===== src/tpc_params.svh =====
// holds the offsets, field positions, reset values and counts of the block
// assumes inclusion by bare name from every design file that needs them
`ifndef TPC_PARAMS_SVH
`define TPC_PARAMS_SVH

// ****************************************************************
// register offsets (byte addresses)
// ****************************************************************
`define TPC_OFS_SAMPLE 8'h00
`define TPC_OFS_STATUS 8'h04
`define TPC_OFS_RESULT 8'h08
`define TPC_OFS_INT_STAT 8'h0C
`define TPC_OFS_INT_MASK 8'h10

// ****************************************************************
// control byte fields, counted after the start bit
// ****************************************************************
`define TPC_CB_CHAN_HI 6
`define TPC_CB_CHAN_LO 4
`define TPC_CB_MODE8 3
`define TPC_CB_SINGLE 2
`define TPC_CB_PD1 1
`define TPC_CB_PD0 0
`define TPC_CB_LAST_CNT 3'h6

// ****************************************************************
// result shifting
// ****************************************************************
`define TPC_TOP_FULL 4'hB
`define TPC_TOP_EIGHT 4'h7

// ****************************************************************
// interrupt bits and reset values
// ****************************************************************
`define TPC_INT_BYTE 0
`define TPC_INT_DONE 1
`define TPC_INT_ABORT 2
`define TPC_RST_SAMPLE 12'h000
`define TPC_RST_MASK 3'h0
`define TPC_RST_ADC_ON 1'b1
`define TPC_RST_REF_ON 1'b0
`define TPC_RST_PEN_EN 1'b1
`define TPC_RST_SYNC 4'h1

`endif


===== src/tpc_pkg.sv =====
// holds the types shared by the converter control files
// assumes the constants come from tpc_params.svh
package tpc_pkg;

  typedef enum logic [4:0] {
    ST_IDLE = 5'b00001,
    ST_CMD = 5'b00010,
    ST_ACQ = 5'b00100,
    ST_CONV = 5'b01000,
    ST_DATA = 5'b10000
  } tpc_state_type;

endpackage


===== src/tpc_sync.sv =====
// holds a two-stage synchroniser for pins arriving from outside pclk
// assumes the inputs are slow levels relative to pclk
`timescale 1ns/1ps
`default_nettype none

module tpc_sync #(
  parameter int W = 4,
  parameter logic [W-1:0] RST_VAL = '0
) (
  input wire logic clk,
  input wire logic rst_n,
  input wire logic [W-1:0] async_in,
  output logic [W-1:0] sync_out
);

  logic [W-1:0] meta_q;

  // ****************************************************************
  // first stage feeds only the second
  // ****************************************************************
  always_ff @(posedge clk or negedge rst_n) begin
    if (!rst_n) begin
      meta_q <= RST_VAL;
      sync_out <= RST_VAL;
    end else begin
      meta_q <= async_in;
      sync_out <= meta_q;
    end
  end

endmodule // tpc_sync
`default_nettype wire


===== src/tpc_shifter.sv =====
// holds the result shift register, most significant bit first
// assumes load and shift are single-cycle strobes on pclk
`timescale 1ns/1ps
`default_nettype none
`include "tpc_params.svh"

module tpc_shifter (
  input wire logic clk,
  input wire logic rst_n,
  input wire logic load,
  input wire logic shift,
  input wire logic eight_bit,
  input wire logic [11:0] value,
  output logic next_bit,
  output logic on_bit1
);

  logic [11:0] sr_q;
  logic [3:0] idx_q;
  logic [11:0] load_w;

  // short mode keeps the top eight bits, so the code stays straight binary
  assign load_w = eight_bit ? {value[11:4], 4'h0} : value;
  assign next_bit = sr_q[10];
  assign on_bit1 = (idx_q == 4'h1);

  // ****************************************************************
  // shift register and bit index
  // ****************************************************************
  always_ff @(posedge clk or negedge rst_n) begin
    if (!rst_n) begin
      sr_q <= 12'h000;
      idx_q <= 4'h0;
    end else if (load) begin
      sr_q <= load_w;
      idx_q <= eight_bit ? `TPC_TOP_EIGHT : `TPC_TOP_FULL;
    end else if (shift) begin
      sr_q <= {sr_q[10:0], 1'b0};
      idx_q <= idx_q - 4'h1;
    end
  end

endmodule // tpc_shifter
`default_nettype wire


===== src/tpc_ctrl.sv =====
// holds the converter control: link sampling, sequence, power, APB regs
// assumes pclk runs well above serial_clock; link pins are asynchronous
//
// The address map and the APB interface to the registers are this design's own decisions.
`timescale 1ns/1ps
`default_nettype none
`include "tpc_params.svh"

// Behaviour
// - results are unsigned straight binary codes
// - short mode ends four clocks sooner
// - adc bit one full power, zero auto-off
// - single-ended drives panel only while acquiring
// - differential drives panel through conversion too
// - select high aborts conversion, powers down
// - select high leaves reference unchanged
// - powered after reset until adc bit zero
// - two power bits decode four modes
// - reference setting latched when busy rises
// - conversion ends on fall after bit1
// - adc bit one keeps pen interrupt off
module tpc_ctrl (
  input wire logic pclk,
  input wire logic presetn,
  input wire logic psel,
  input wire logic penable,
  input wire logic pwrite,
  input wire logic [7:0] paddr,
  input wire logic [31:0] pwdata,
  output logic [31:0] prdata,
  output logic pready,
  output logic pslverr,
  output logic irq,
  input wire logic cs_n,
  input wire logic serial_clock,
  input wire logic din,
  input wire logic panel_touched,
  output logic dout,
  output logic dout_oe,
  output logic busy,
  output logic busy_oe,
  output logic pen_touch_irq_n,
  output logic panel_drive,
  output logic adc_powered,
  output logic ref_powered
);

  // ****************************************************************
  // decode functions
  // ****************************************************************
  // returns {reference on, adc held on}; 00 auto, 01 adc, 10 ref, 11 both
  function automatic logic [1:0] power_decode(input logic [1:0] pd);
    power_decode = {pd[1], pd[0]};
  endfunction

  // channels that measure the panel itself
  function automatic logic is_touch(input logic [2:0] ch);
    is_touch = (ch == 3'h1) || (ch == 3'h3) || (ch == 3'h4) ||
               (ch == 3'h5);
  endfunction

  // ****************************************************************
  // pin synchronisers and edge finding
  // ****************************************************************
  logic [3:0] pins_s;
  logic cs_s, clk_s, din_s, touch_s;
  logic clk_prev_q, cs_prev_q;
  logic rise_w, fall_w, cs_rise_w, cs_low_w;

  tpc_sync #(.W(4), .RST_VAL(`TPC_RST_SYNC)) u_sync (
    .clk(pclk),
    .rst_n(presetn),
    .async_in({panel_touched, din, serial_clock, cs_n}),
    .sync_out(pins_s)
  );

  assign cs_s = pins_s[0];
  assign clk_s = pins_s[1];
  assign din_s = pins_s[2];
  assign touch_s = pins_s[3];
  assign rise_w = clk_s & ~clk_prev_q;
  assign fall_w = ~clk_s & clk_prev_q;
  assign cs_rise_w = cs_s & ~cs_prev_q;
  assign cs_low_w = ~cs_s;

  always_ff @(posedge pclk or negedge presetn) begin
    if (!presetn) begin
      clk_prev_q <= 1'b0;
      cs_prev_q <= 1'b1;
    end else begin
      clk_prev_q <= clk_s;
      cs_prev_q <= cs_s;
    end
  end

  // ****************************************************************
  // control byte capture
  // ****************************************************************
  tpc_pkg::tpc_state_type state_q, state_d;
  logic [5:0] cmd_sr_q;
  logic [2:0] bit_cnt_q;
  logic [6:0] byte_w;
  logic [2:0] chan_q, chan_d;
  logic mode8_q, single_q, single_d;
  logic [1:0] pd_q;
  logic byte_done_w, busy_rise_w, busy_fall_w, shift_w, conv_end_w;
  logic abort_w, next_bit_w, on_bit1_w;

  assign byte_w = {cmd_sr_q, din_s};
  assign byte_done_w = (state_q == tpc_pkg::ST_CMD) & rise_w & cs_low_w &
                       (bit_cnt_q == `TPC_CB_LAST_CNT);
  assign busy_rise_w = (state_q == tpc_pkg::ST_ACQ) & fall_w & cs_low_w;
  assign busy_fall_w = (state_q == tpc_pkg::ST_CONV) & fall_w & cs_low_w;
  assign shift_w = (state_q == tpc_pkg::ST_DATA) & fall_w & cs_low_w;
  assign conv_end_w = shift_w & on_bit1_w;
  // select rising mid-measurement drops the conversion
  assign abort_w = cs_rise_w & (state_q != tpc_pkg::ST_IDLE) &
                   (state_q != tpc_pkg::ST_CMD);
  assign chan_d = byte_done_w ?
                  byte_w[`TPC_CB_CHAN_HI:`TPC_CB_CHAN_LO] : chan_q;
  assign single_d = byte_done_w ? byte_w[`TPC_CB_SINGLE] : single_q;

  always_ff @(posedge pclk or negedge presetn) begin
    if (!presetn) begin
      cmd_sr_q <= 6'h00;
      bit_cnt_q <= 3'h0;
    end else if (state_q == tpc_pkg::ST_IDLE) begin
      bit_cnt_q <= 3'h0;
    end else if ((state_q == tpc_pkg::ST_CMD) && rise_w) begin
      cmd_sr_q <= byte_w[5:0];
      bit_cnt_q <= bit_cnt_q + 3'h1;
    end
  end

  always_ff @(posedge pclk or negedge presetn) begin
    if (!presetn) begin
      chan_q <= 3'h0;
      mode8_q <= 1'b0;
      single_q <= 1'b0;
      pd_q <= 2'h0;
    end else if (byte_done_w) begin
      chan_q <= chan_d;
      mode8_q <= byte_w[`TPC_CB_MODE8];
      single_q <= single_d;
      pd_q <= byte_w[`TPC_CB_PD1:`TPC_CB_PD0];
    end
  end

  // ****************************************************************
  // measurement sequence
  // ****************************************************************
  // a start bit arriving during result shifting is ignored, so bytes
  // cannot overlap the previous result
  always_comb begin
    state_d = state_q;
    case (state_q)
      tpc_pkg::ST_IDLE: begin
        if (cs_low_w && rise_w && din_s) state_d = tpc_pkg::ST_CMD;
      end
      tpc_pkg::ST_CMD: begin
        if (byte_done_w) state_d = tpc_pkg::ST_ACQ;
      end
      tpc_pkg::ST_ACQ: begin
        if (busy_rise_w) state_d = tpc_pkg::ST_CONV;
      end
      tpc_pkg::ST_CONV: begin
        if (busy_fall_w) state_d = tpc_pkg::ST_DATA;
      end
      tpc_pkg::ST_DATA: begin
        if (conv_end_w) state_d = tpc_pkg::ST_IDLE;
      end
      default: state_d = tpc_pkg::ST_IDLE;
    endcase
    if (cs_s) state_d = tpc_pkg::ST_IDLE;
  end

  always_ff @(posedge pclk or negedge presetn) begin
    if (!presetn) state_q <= tpc_pkg::ST_IDLE;
    else state_q <= state_d;
  end

  // ****************************************************************
  // result path
  // ****************************************************************
  logic [11:0] sample_q, code_q, result_q;
  logic dout_d;

  tpc_shifter u_shift (
    .clk(pclk),
    .rst_n(presetn),
    .load(busy_fall_w),
    .shift(shift_w),
    .eight_bit(mode8_q),
    .value(code_q),
    .next_bit(next_bit_w),
    .on_bit1(on_bit1_w)
  );

  // code is the sample as an unsigned binary number, zero at the bottom
  assign dout_d = cs_s ? 1'b0 : busy_fall_w ? code_q[11] :
                  shift_w ? next_bit_w : fall_w ? 1'b0 : dout;

  always_ff @(posedge pclk or negedge presetn) begin
    if (!presetn) begin
      code_q <= 12'h000;
      result_q <= 12'h000;
    end else begin
      if (busy_rise_w) code_q <= sample_q;
      if (conv_end_w) begin
        result_q <= mode8_q ? {4'h0, code_q[11:4]} : code_q;
      end
    end
  end

  // ****************************************************************
  // power, drivers and pin outputs
  // ****************************************************************
  logic adc_d, ref_d, pen_en_q, pen_en_d, drive_d, pen_n_d, meas_d;
  logic [1:0] pwr_w;

  assign pwr_w = power_decode(pd_q);
  assign adc_d = cs_rise_w ? 1'b0 :
                 byte_done_w ? 1'b1 :
                 conv_end_w ? pwr_w[0] : adc_powered;
  assign ref_d = busy_rise_w ? pwr_w[1] : ref_powered;
  assign pen_en_d = (byte_done_w & byte_w[`TPC_CB_PD0]) ? 1'b0 :
                    (conv_end_w & ~pd_q[0]) ? 1'b1 : pen_en_q;
  assign meas_d = (state_d == tpc_pkg::ST_CONV) |
                  (state_d == tpc_pkg::ST_DATA);
  assign drive_d = is_touch(chan_d) & ((state_d == tpc_pkg::ST_ACQ) |
                   (~single_d & meas_d));
  // low during panel measurements, high during others, else the touch
  assign pen_n_d = ((state_d == tpc_pkg::ST_ACQ) | meas_d) ?
                   ~is_touch(chan_d) :
                   ~(pen_en_d & touch_s);

  always_ff @(posedge pclk or negedge presetn) begin
    if (!presetn) begin
      adc_powered <= `TPC_RST_ADC_ON;
      ref_powered <= `TPC_RST_REF_ON;
      pen_en_q <= `TPC_RST_PEN_EN;
      panel_drive <= 1'b0;
      pen_touch_irq_n <= 1'b1;
      busy <= 1'b0;
      dout <= 1'b0;
      dout_oe <= 1'b0;
      busy_oe <= 1'b0;
    end else begin
      adc_powered <= adc_d;
      ref_powered <= ref_d;
      pen_en_q <= pen_en_d;
      panel_drive <= drive_d;
      pen_touch_irq_n <= pen_n_d;
      busy <= (state_d == tpc_pkg::ST_CONV);
      dout <= dout_d;
      dout_oe <= cs_low_w;
      busy_oe <= cs_low_w;
    end
  end

  // ****************************************************************
  // APB slave, one wait state per transfer
  // ****************************************************************
  logic [2:0] int_stat_q, int_stat_d, mask_q, events_w, w1c_w;
  logic access_w, wr_w, hit_w;
  logic sel_sample, sel_status, sel_result, sel_stat, sel_mask;
  logic [31:0] rd_mux_w;

  assign access_w = psel & penable;
  assign wr_w = access_w & pready & pwrite;
  assign sel_sample = (paddr == `TPC_OFS_SAMPLE);
  assign sel_status = (paddr == `TPC_OFS_STATUS);
  assign sel_result = (paddr == `TPC_OFS_RESULT);
  assign sel_stat = (paddr == `TPC_OFS_INT_STAT);
  assign sel_mask = (paddr == `TPC_OFS_INT_MASK);
  assign hit_w = sel_sample | sel_status | sel_result | sel_stat | sel_mask;
  assign rd_mux_w = sel_sample ? {20'h00000, sample_q} :
                    sel_status ? {23'h000000, state_q, pen_en_q,
                                  ref_powered, adc_powered, busy} :
                    sel_result ? {20'h00000, result_q} :
                    sel_stat ? {29'h00000000, int_stat_q} :
                    sel_mask ? {29'h00000000, mask_q} : 32'h00000000;
  assign events_w = {abort_w, conv_end_w, byte_done_w};
  assign w1c_w = (wr_w & sel_stat) ? pwdata[2:0] : 3'h0;
  // an event in the clearing cycle survives the clear
  assign int_stat_d = (int_stat_q & ~w1c_w) | events_w;

  always_ff @(posedge pclk or negedge presetn) begin
    if (!presetn) begin
      pready <= 1'b0;
      pslverr <= 1'b0;
      prdata <= 32'h00000000;
    end else begin
      pready <= access_w & ~pready;
      pslverr <= access_w & ~pready & ~hit_w;
      if (access_w && !pready) prdata <= pwrite ? 32'h00000000 : rd_mux_w;
    end
  end

  always_ff @(posedge pclk or negedge presetn) begin
    if (!presetn) begin
      sample_q <= `TPC_RST_SAMPLE;
      mask_q <= `TPC_RST_MASK;
      int_stat_q <= 3'h0;
      irq <= 1'b0;
    end else begin
      if (wr_w && sel_sample) sample_q <= pwdata[11:0];
      if (wr_w && sel_mask) mask_q <= pwdata[2:0];
      int_stat_q <= int_stat_d;
      irq <= |(int_stat_d & mask_q);
    end
  end

  // ****************************************************************
  // checks
  // ****************************************************************
  logic [3:0] falls_q;

  always_ff @(posedge pclk or negedge presetn) begin
    if (!presetn) falls_q <= 4'h0;
    else if (busy_fall_w) falls_q <= 4'h0;
    else if (shift_w) falls_q <= falls_q + 4'h1;
  end
endmodule // tpc_ctrl
`default_nettype wire


===== config.mk =====
export PLATFORM = sky130hd
export DESIGN_NAME = tpc_ctrl
export DESIGN_NICKNAME = d
export VERILOG_FILES = /design/src/tpc_pkg.sv /design/src/tpc_sync.sv /design/src/tpc_shifter.sv /design/src/tpc_ctrl.sv
export VERILOG_INCLUDE_DIRS = /design/src
export SDC_FILE = /design/constraint.sdc
export NUM_CORES = 1
export LEC_CHECK = 0
export BUFFER_PORTS_ARGS = -buffer_cell sky130_fd_sc_hd__buf_4
export CAP_MARGIN = 10
export CORE_UTILIZATION = 37
export DETAILED_ROUTE_END_ITERATION = 10
export GPL_TIMING_DRIVEN = 0
export HOLD_SLACK_MARGIN = 0.02
export SLEW_MARGIN = 20
export SYNTH_ARGS = -nofsm -noshare
export SYNTH_HDL_FRONTEND = slang
export SYNTH_SLANG_ARGS = --single-unit
export TNS_END_PERCENT = 5

===== constraint.sdc =====
create_clock -name pclk -period 2 [get_ports pclk]
set_input_delay 0 -clock pclk [delete_from_list [all_inputs] [get_ports pclk]]
set_output_delay 0 -clock pclk [all_outputs]
set_load 0.01 [all_outputs]

==> results of run 1 <==
[final cells by class]
cell class / instances / area, um^2
fill: 1263 / 6890
sequential: 111 / 2790
multi-input combinational: 324 / 2200
timing repair buffer: 81 / 683
buffer: 43 / 300
clock buffer: 13 / 250
tap: 176 / 220
clock inverter: 3 / 67.6
inverter: 15 / 56.3
[routing by layer]
metal	vias up	global-route usage	routed length, um
li1	1851	-	-
met1	1822	0.238	5300
met2	114	0.274	5390
met3	9	0.0410	806
met4	0	0.0486	106
met5	-	0	0
[how the worst min path moves through the flow]
| stage | cells after the start | end | slack [ps] |
|---|---|---|---|
| floorplan | 0 | bit_cnt_q[0] | -300 |
| global placement | 1 | u_sync.meta_q[0] | 110 |
| detailed placement | 1 | u_sync.meta_q[3] | 110 |
| CTS | 4 | prdata[1] | 40 |
| global route | 4 | prdata[2] | 110 |
| finish | 4 | prdata[1] | 50 |
[cells by family (layout without fill, tap and decap cells)]
| family | after synthesis | after routing |
|---|---|---|
| other cells | 1 | 20 |
| compound gates | 81 | 81 |
| buf+inv | 60 | 155 |
| xor+xnor | 3 | 3 |
| simple gates | 157 | 157 |
| fa+ha+maj | 4 | 4 |
| mux | 59 | 59 |
| flops | 111 | 111 |
[sequential cells by signal, indices dropped and copies added, names as in the netlist, 2 cells and up]
name	count
u_sync.sync_out	4
u_shift.idx_q	4
cmd_sr_q	6
code_q	12
bit_cnt_q	3
pd_q	2
mask_q	3
state_q	5
u_shift.sr_q	11
chan_q	3
u_sync.meta_q	4
sample_q	12
int_stat_q	3
result_q	12
prdata	12
[stage by stage]
| step | std cells | hold WS (ps) | TNS (ps) | setup slack, ps | total power (W) |
|---|---|---|---|---|---|
| floorplan | 495 | -296 | -288 | -39.5 | 0.00244 |
| global placement | 722 | 109 | -9970 | -330 | 0.00257 |
| detailed placement | 722 | 110 | -10830 | -377 | 0.00257 |
| CTS | 766 | 36.6 | -58.1 | -55.4 | 0.00454 |
| global route | 766 | 111 | -1160 | -123 | 0.00467 |
| finish | 766 | 52.6 | -183 | -90.7 | 0.00449 |
[synth_stat cells (3+ instances only)]
cell type | number | share of area
ha_1 | 4 | 0.0097
nand3b_1 | 6 | 0.0087
dfrtp_1 | 104 | 0.50
o21ai_0 | 27 | 0.026
dfstp_2 | 7 | 0.035
o41ai_1 | 3 | 0.0051
buf_4 | 23 | 0.033
a31oi_1 | 14 | 0.017
buf_2 | 5 | 0.0048
clkbuf_1 | 14 | 0.010
nor2b_1 | 10 | 0.012
mux2_2 | 38 | 0.083
and2_1 | 5 | 0.0060
nand2_1 | 52 | 0.038
mux2i_1 | 21 | 0.041
nor2_1 | 37 | 0.027
inv_1 | 15 | 0.011
nor3_1 | 4 | 0.0039
nand4_1 | 6 | 0.0072
nor3b_1 | 3 | 0.0043
nand3_1 | 9 | 0.0087
nor4_1 | 6 | 0.0072
a21oi_1 | 14 | 0.014
a22o_1 | 6 | 0.010
[cell usage in the layout (no fill, tap or decap), types with 15 or more instances in the layout]
cell type / netlist / final
dlygate4sd3_1: 0 / 21
buf_4: 23 / 80
o21ai_0: 27 / 26
nor2_1: 37 / 35
inv_1: 15 / 15
conb_1: 1 / 20
mux2i_1: 21 / 20
mux2_2: 38 / 38
nand2_1: 52 / 52
dfrtp_1: 104 / 103
[power breakdown]
group | switching, W | internal, W
clock network | 0.000790 | 0.00113
logic | 0.000148 | 0.000133
registers | 0.0000160 | 0.00227
[what timing repair did]
item	4_1_cts	5_1_grt
cloned	0	0
hold buffers	21	0
pin swaps	6	4
hold endpoints to repair	127	0
buffers inserted	9	0
endpoints found under the setup margin	58	53
gates resized for setup	17	22
[worst max-delay path, stage by stage (launching register included)]
cell and delay (ps):
dfrtp_2 480, or4b_4 530, or2_4 290, a31oi_4 260, nor4b_4 250, a21boi_2 190
==> summary.txt, run 1 <==
Timing
  – Layout Skew: 10.8 ps
  – Worst setup margin: -90.7 ps
  – Fmax: 478 MHz
  – Final Max Tran Viols: 0
  – Slew HR: 0.417
  – Endpoints failing hold: 0
  – RSZ-0062 raised after global routing: yes
  – Crit path time final: 2090 ps
  – Crit share post-route: 1.05
  – Final setup fails: 4
  – Measured slew at the worst slew-check pin: 874 ps

Clock tree
  – H-Tree Depth: 3
  – Clk pin slew, worst setup/hold paths: 70 ps
  – Skew-Pair Late Insertion Delay: 360 ps
  – Maximum root-to-sink buffer count: 2
  – TritonCTS clock tree: done
  – CTS root buf: clkbuf_16
  – CTS Sinks: 111
  – CTS Buf Count: 9

Floorplan
  – Die area: 14500 um^2
  – FP Rows: 42
  – # IOs: 92
  – Die W: 120 um
  – Initial core utilization: 0.386
  – Chip Height: 120 um
  – Core area: 13500 um^2

Logic synthesis
  – Sequential cell area fraction in the yosys report: 0.537
  – EDFF count, synth: 0
  – Synthesized flop and latch total: 111
  – Ys flop type: dfrtp_1
  – Post-synthesis mux area share: 0.123
  – Syn Area/Cell: 10.9 um^2
  – Synth Area in Adders: 0.00965
  – Distinct cells, synth: 54
  – Yosys warnings: 0
  – Main combinational cell family by area after synthesis: simple AND/OR/NAND/NOR gates
  – Post-Syn Area: 5190 um^2
  – Synth Area in Compound Gates: 0.0996
  – Post-Synth XOR/XNOR Area: 0.00507
  – Post-Synth Simple-Gate Area: 0.160
  – Mapped Cells: 476
  – Asr flop ratio synth: 1.00

Critical path
  – Worst setup SP type: flop
  – Worst reg2reg path depth: 5
  – Crit-path max FO: 8
  – CP required: 2280 ps
  – CP startpoint: state_q[4]
  – Setup crit end kind: flop
  – R2R Path Start: state_q[4]
  – CP arrival: 2370 ps
  – CP Class: reg2reg
  – R2R Setup Slk: -90 ps
  – R2R Path End: panel_drive
  – Critical Path Sink: panel_drive

Pwr
  – P per Cell Area: 683 nW/um^2
  – Maximum ir drop on the vdd rail: 0.357 mV
  – LEAKAGE: 3.12 nW

Placement
  – Placed inst area: 5870 um^2
  – Final Wtd Congestion: 0.799
  – PortBufs: 51
  – DP Wirelength: 8180 um

Run status
  – Failing checks: setup timing
  – Status: complete, but fails checks

Routing
  – Pre-antenna DRT Iters: 4
  – Via count: 3796
  – Residual DRC count: 0
  – Final WL: 11600 um
  – Antenna viol nets, final: 0
  – WL/cell: 15.1 um
  – Iter 0 DRT Violations: 245
  – Via density: 4.96

Final layout
  – Layout cell share with drive strength beyond 1: 0.293
  – Diodes inserted: 0
  – Design Area, Final: 6570 um^2
  – Fin util: 0.488
  – Synth-to-Final Area Change: 26.6%
  – Layout net count: 638

Global route
  – Overflow after GRT: 0
  – Gr usage total: 0.174
  – First-pass GRT wire length: 19300 um
  – Pin count of the biggest net entering global routing: 112
  – Initial antenna violation count: 0
  – Vias in the first global route: 3782

Flow run
  – Max-Cap Viols: 0

Min path
  – Critical hold path startpoint: paddr[3]
  – Hold WC Path Type: in2reg
Note: power is estimated with default switching activity, not from simulation.
==> run 2: changes to the inputs <==
Settings changed: GPL_TIMING_DRIVEN 0 to unset, SLEW_MARGIN 20 to 25.
==> run 2 against run 1 <==
Effect of this change:
- the flow now finishes without violations
- die area stayed put
- sequential power about the same
- largest power group unchanged
- combinational power is essentially flat
- non-clock buffer count down 12
- global-route usage is 0.27 points lower
- register-to-register slack better by 90 ps
- first-iteration DRC count fell by 19%
- sequential cell count stayed put
==> summary.txt, run 2 (synthesis gave the netlist of run 1 again) <==
Timing
  – Endpoints failing hold: 0 (unchanged)
  – Crit share post-route: 0.998 (-0.0474)
  – Crit path time final: 2000 ps (-94.9 ps)
  – Final Max Tran Viols: 0 (unchanged)
  – RSZ-0062 raised after global routing: yes
  – Setup TNS: 0 ps (+183 ps)
  – Slew HR: 0.495 (+0.0779)
  – Measured slew at the worst slew-check pin: 757 ps (-117 ps)
  – Final hold slack: 40.2 ps (-12.4 ps)
  – Fmax: 501 MHz (+4.8%)
  – Layout Skew: 9.31 ps (-1.45 ps)
  – Final setup fails: 0 (-4)

Min path
  – Hold EP: pslverr
  – WHS Path Cells: 3 (-1)
  – Critical hold path startpoint: psel
  – Hold WC Path Type: in2reg

Critical path
  – Worst reg2reg path depth: 6 (+1)
  – CP cell instances: or4b_4 -> or2_2 -> a31oi_4 -> buf_4 -> nand3b_1 -> a31oi_1
  – CP Class: reg2reg
  – CP arrival: 2270 ps (-100 ps)
  – Slowest stage cell, crit path: or4b_4
  – CP max stage delay: 540 ps (about the same)
  – Worst setup SP type: flop
  – R2R Setup Slk: 4 ps (+90 ps)
  – R2R Path End: pen_touch_irq_n
  – Crit-path max FO: 5 (-3)
  – CP required: 2280 ps (about the same)
  – Setup crit end kind: flop
  – CP startpoint: state_q[2]
  – R2R Path Start: state_q[2]

Pwr
  – Switch Pwr: 0.00101 W (+5.8%)
  – Fraction of power consumed by sequential logic: 0.531 (+0.022)
  – Power Total: 0.00428 W (-4.6%)
  – Comb pwr share: 0.065 (+0.002)
  – Sw Ratio: 0.236 (+0.0232)
  – Clock Power Share: 0.403 (-0.026)
  – Maximum ir drop on the vdd rail: 0.463 mV (+30%)
  – LEAKAGE: 3.05 nW (-2.0%)
  – P per Cell Area: 664 nW/um^2 (-2.8%)
  – Internal Power: 0.00327 W (-7.4%)

Final layout
  – Most common cell after layout, fill and taps aside: dfrtp_1
  – Most frequent cells in the layout: dfrtp_1 (104), buf_4 (84), nand2_1 (52)
  – Fin util: 0.479 (-0.00921)
  – Diodes inserted: 0 (unchanged)
  – Layout cell share with drive strength beyond 1: 0.277 (-0.0164)
  – Synth-to-Final Area Change: 24.2%
  – Layout net count: 626 (-1.9%)

Run status
  – Status: completed

Routing
  – Final WL: 11500 um (-1.0%)
  – Via count: 3826 (+0.79%)
  – Antenna viol nets, final: 0 (unchanged)
  – Residual DRC count: 0 (unchanged)
  – Pre-antenna DRT Iters: 4 (unchanged)
  – Via density: 5.07 (+2.4%)
  – Iter 0 DRT Violations: 199 (-19%)
  – WL/cell: 15.2 um (+0.57%)

Global route
  – Overflow after GRT: 0 (unchanged)
  – Vias in the first global route: 3733 (-1.3%)
  – Gr usage total: 0.171 (-0.00268)
  – Initial antenna violation count: 0 (unchanged)
  – First-pass GRT wire length: 19000 um (-1.9%)
  – Pin count of the biggest net entering global routing: 43 (-62%)

Clock tree
  – CTS Buf Count: 9 (unchanged)
  – CTS Sinks: 111 (unchanged)
  – TritonCTS clock tree: done
  – Maximum root-to-sink buffer count: 2 (unchanged)
  – CTS root buf: clkbuf_16
  – Clk pin slew, worst setup/hold paths: 70 ps (about the same)
  – H-Tree Depth: 3 (unchanged)
  – Skew-Pair Late Insertion Delay: 360 ps (about the same)

Flow run
  – Max-Cap Viols: 0 (unchanged)

Placement
  – Final Wtd Congestion: 0.814 (+1.9%)
  – PortBufs: 51 (unchanged)
  – DP Wirelength: 8220 um (+0.43%)

Floorplan
  – Core area: 13500 um^2 (unchanged)
  – Die area: 14500 um^2 (unchanged)
  – Chip Height: 120 um (unchanged)
  – # IOs: 92 (unchanged)
  – Die W: 120 um (unchanged)
  – Initial core utilization: 0.386 (unchanged)
  – FP Rows: 42 (unchanged)
==> run 2: per-layer routing <==
| metal | vias up | wire length (um) | track usage |
|---|---|---|---|
| met3 | 20 | 568 | 0.0524 |
| met2 | 106 | 5370 | 0.261 |
| met1 | 1871 | 5310 | 0.228 |
| met4 | 0 | 240 | 0.0640 |
| met5 | - | 0 | 0 |
| li1 | 1829 | - | - |
==> run 2: worst max path at each step <==
stage / end / cells past startpoint / slack, ps
finish: pen_touch_irq_n / 6 / 4
global route: u_shift.sr_q[5] / 5 / -60
CTS: pen_touch_irq_n / 6 / 20
detailed placement: result_q[0] / 7 / -5
global placement: panel_drive / 5 / 40
floorplan: panel_drive / 6 / -40
==> run 2: metrics by stage <==
| step | cells | worst slack [ps] | instance area [um^2] |
|---|---|---|---|
| 6_report | 754 | 4.21 | 6440 |
| 5_1_grt | 754 | -55.9 | 6440 |
| 4_1_cts | 754 | 18.4 | 6430 |
| 3_5_place_dp | 712 | -5.28 | 5880 |
| 3_3_place_gp | 712 | 36.9 | 5880 |
| 2_1_floorplan | 495 | -39.5 | 5260 |
==> run 2: critical path, delay by kind of cell, from the launching register on <==
kind	cells	cell delay, ps
AOI/OAI and AO/OA	2	390
DFF	1	420
and+or+nand+nor	3	950
buffers and inverters	1	140
==> run 2: power by group through the flow <==
stage               clock network [W]  logic (W)  registers, W
finish                        0.00173   0.000279       0.00227
global route                  0.00187   0.000309       0.00228
detailed placement                  0   0.000244       0.00232
floorplan                           0   0.000122       0.00232
global placement                    0   0.000240       0.00232
CTS                           0.00177   0.000282       0.00227
==> run 2: layout make-up <==
cell class	instances	area (um^2)
tap	176	220
timing repair buffer	112	936
clock buffer	10	239
inverter	15	56.3
clock inverter	6	46.3
fill	1283	7010
multi-input combinational	324	2160
sequential	111	2790
==> run 2: repair_timing <==
item | in CTS | in global routing
hold buffers | 25 | 0
pin swaps | 1 | 3
setup endpoints to repair | 3 | 15
setup buffers | 1 | 0
hold endpoints to repair | 90 | 0
resized for setup | 2 | 5
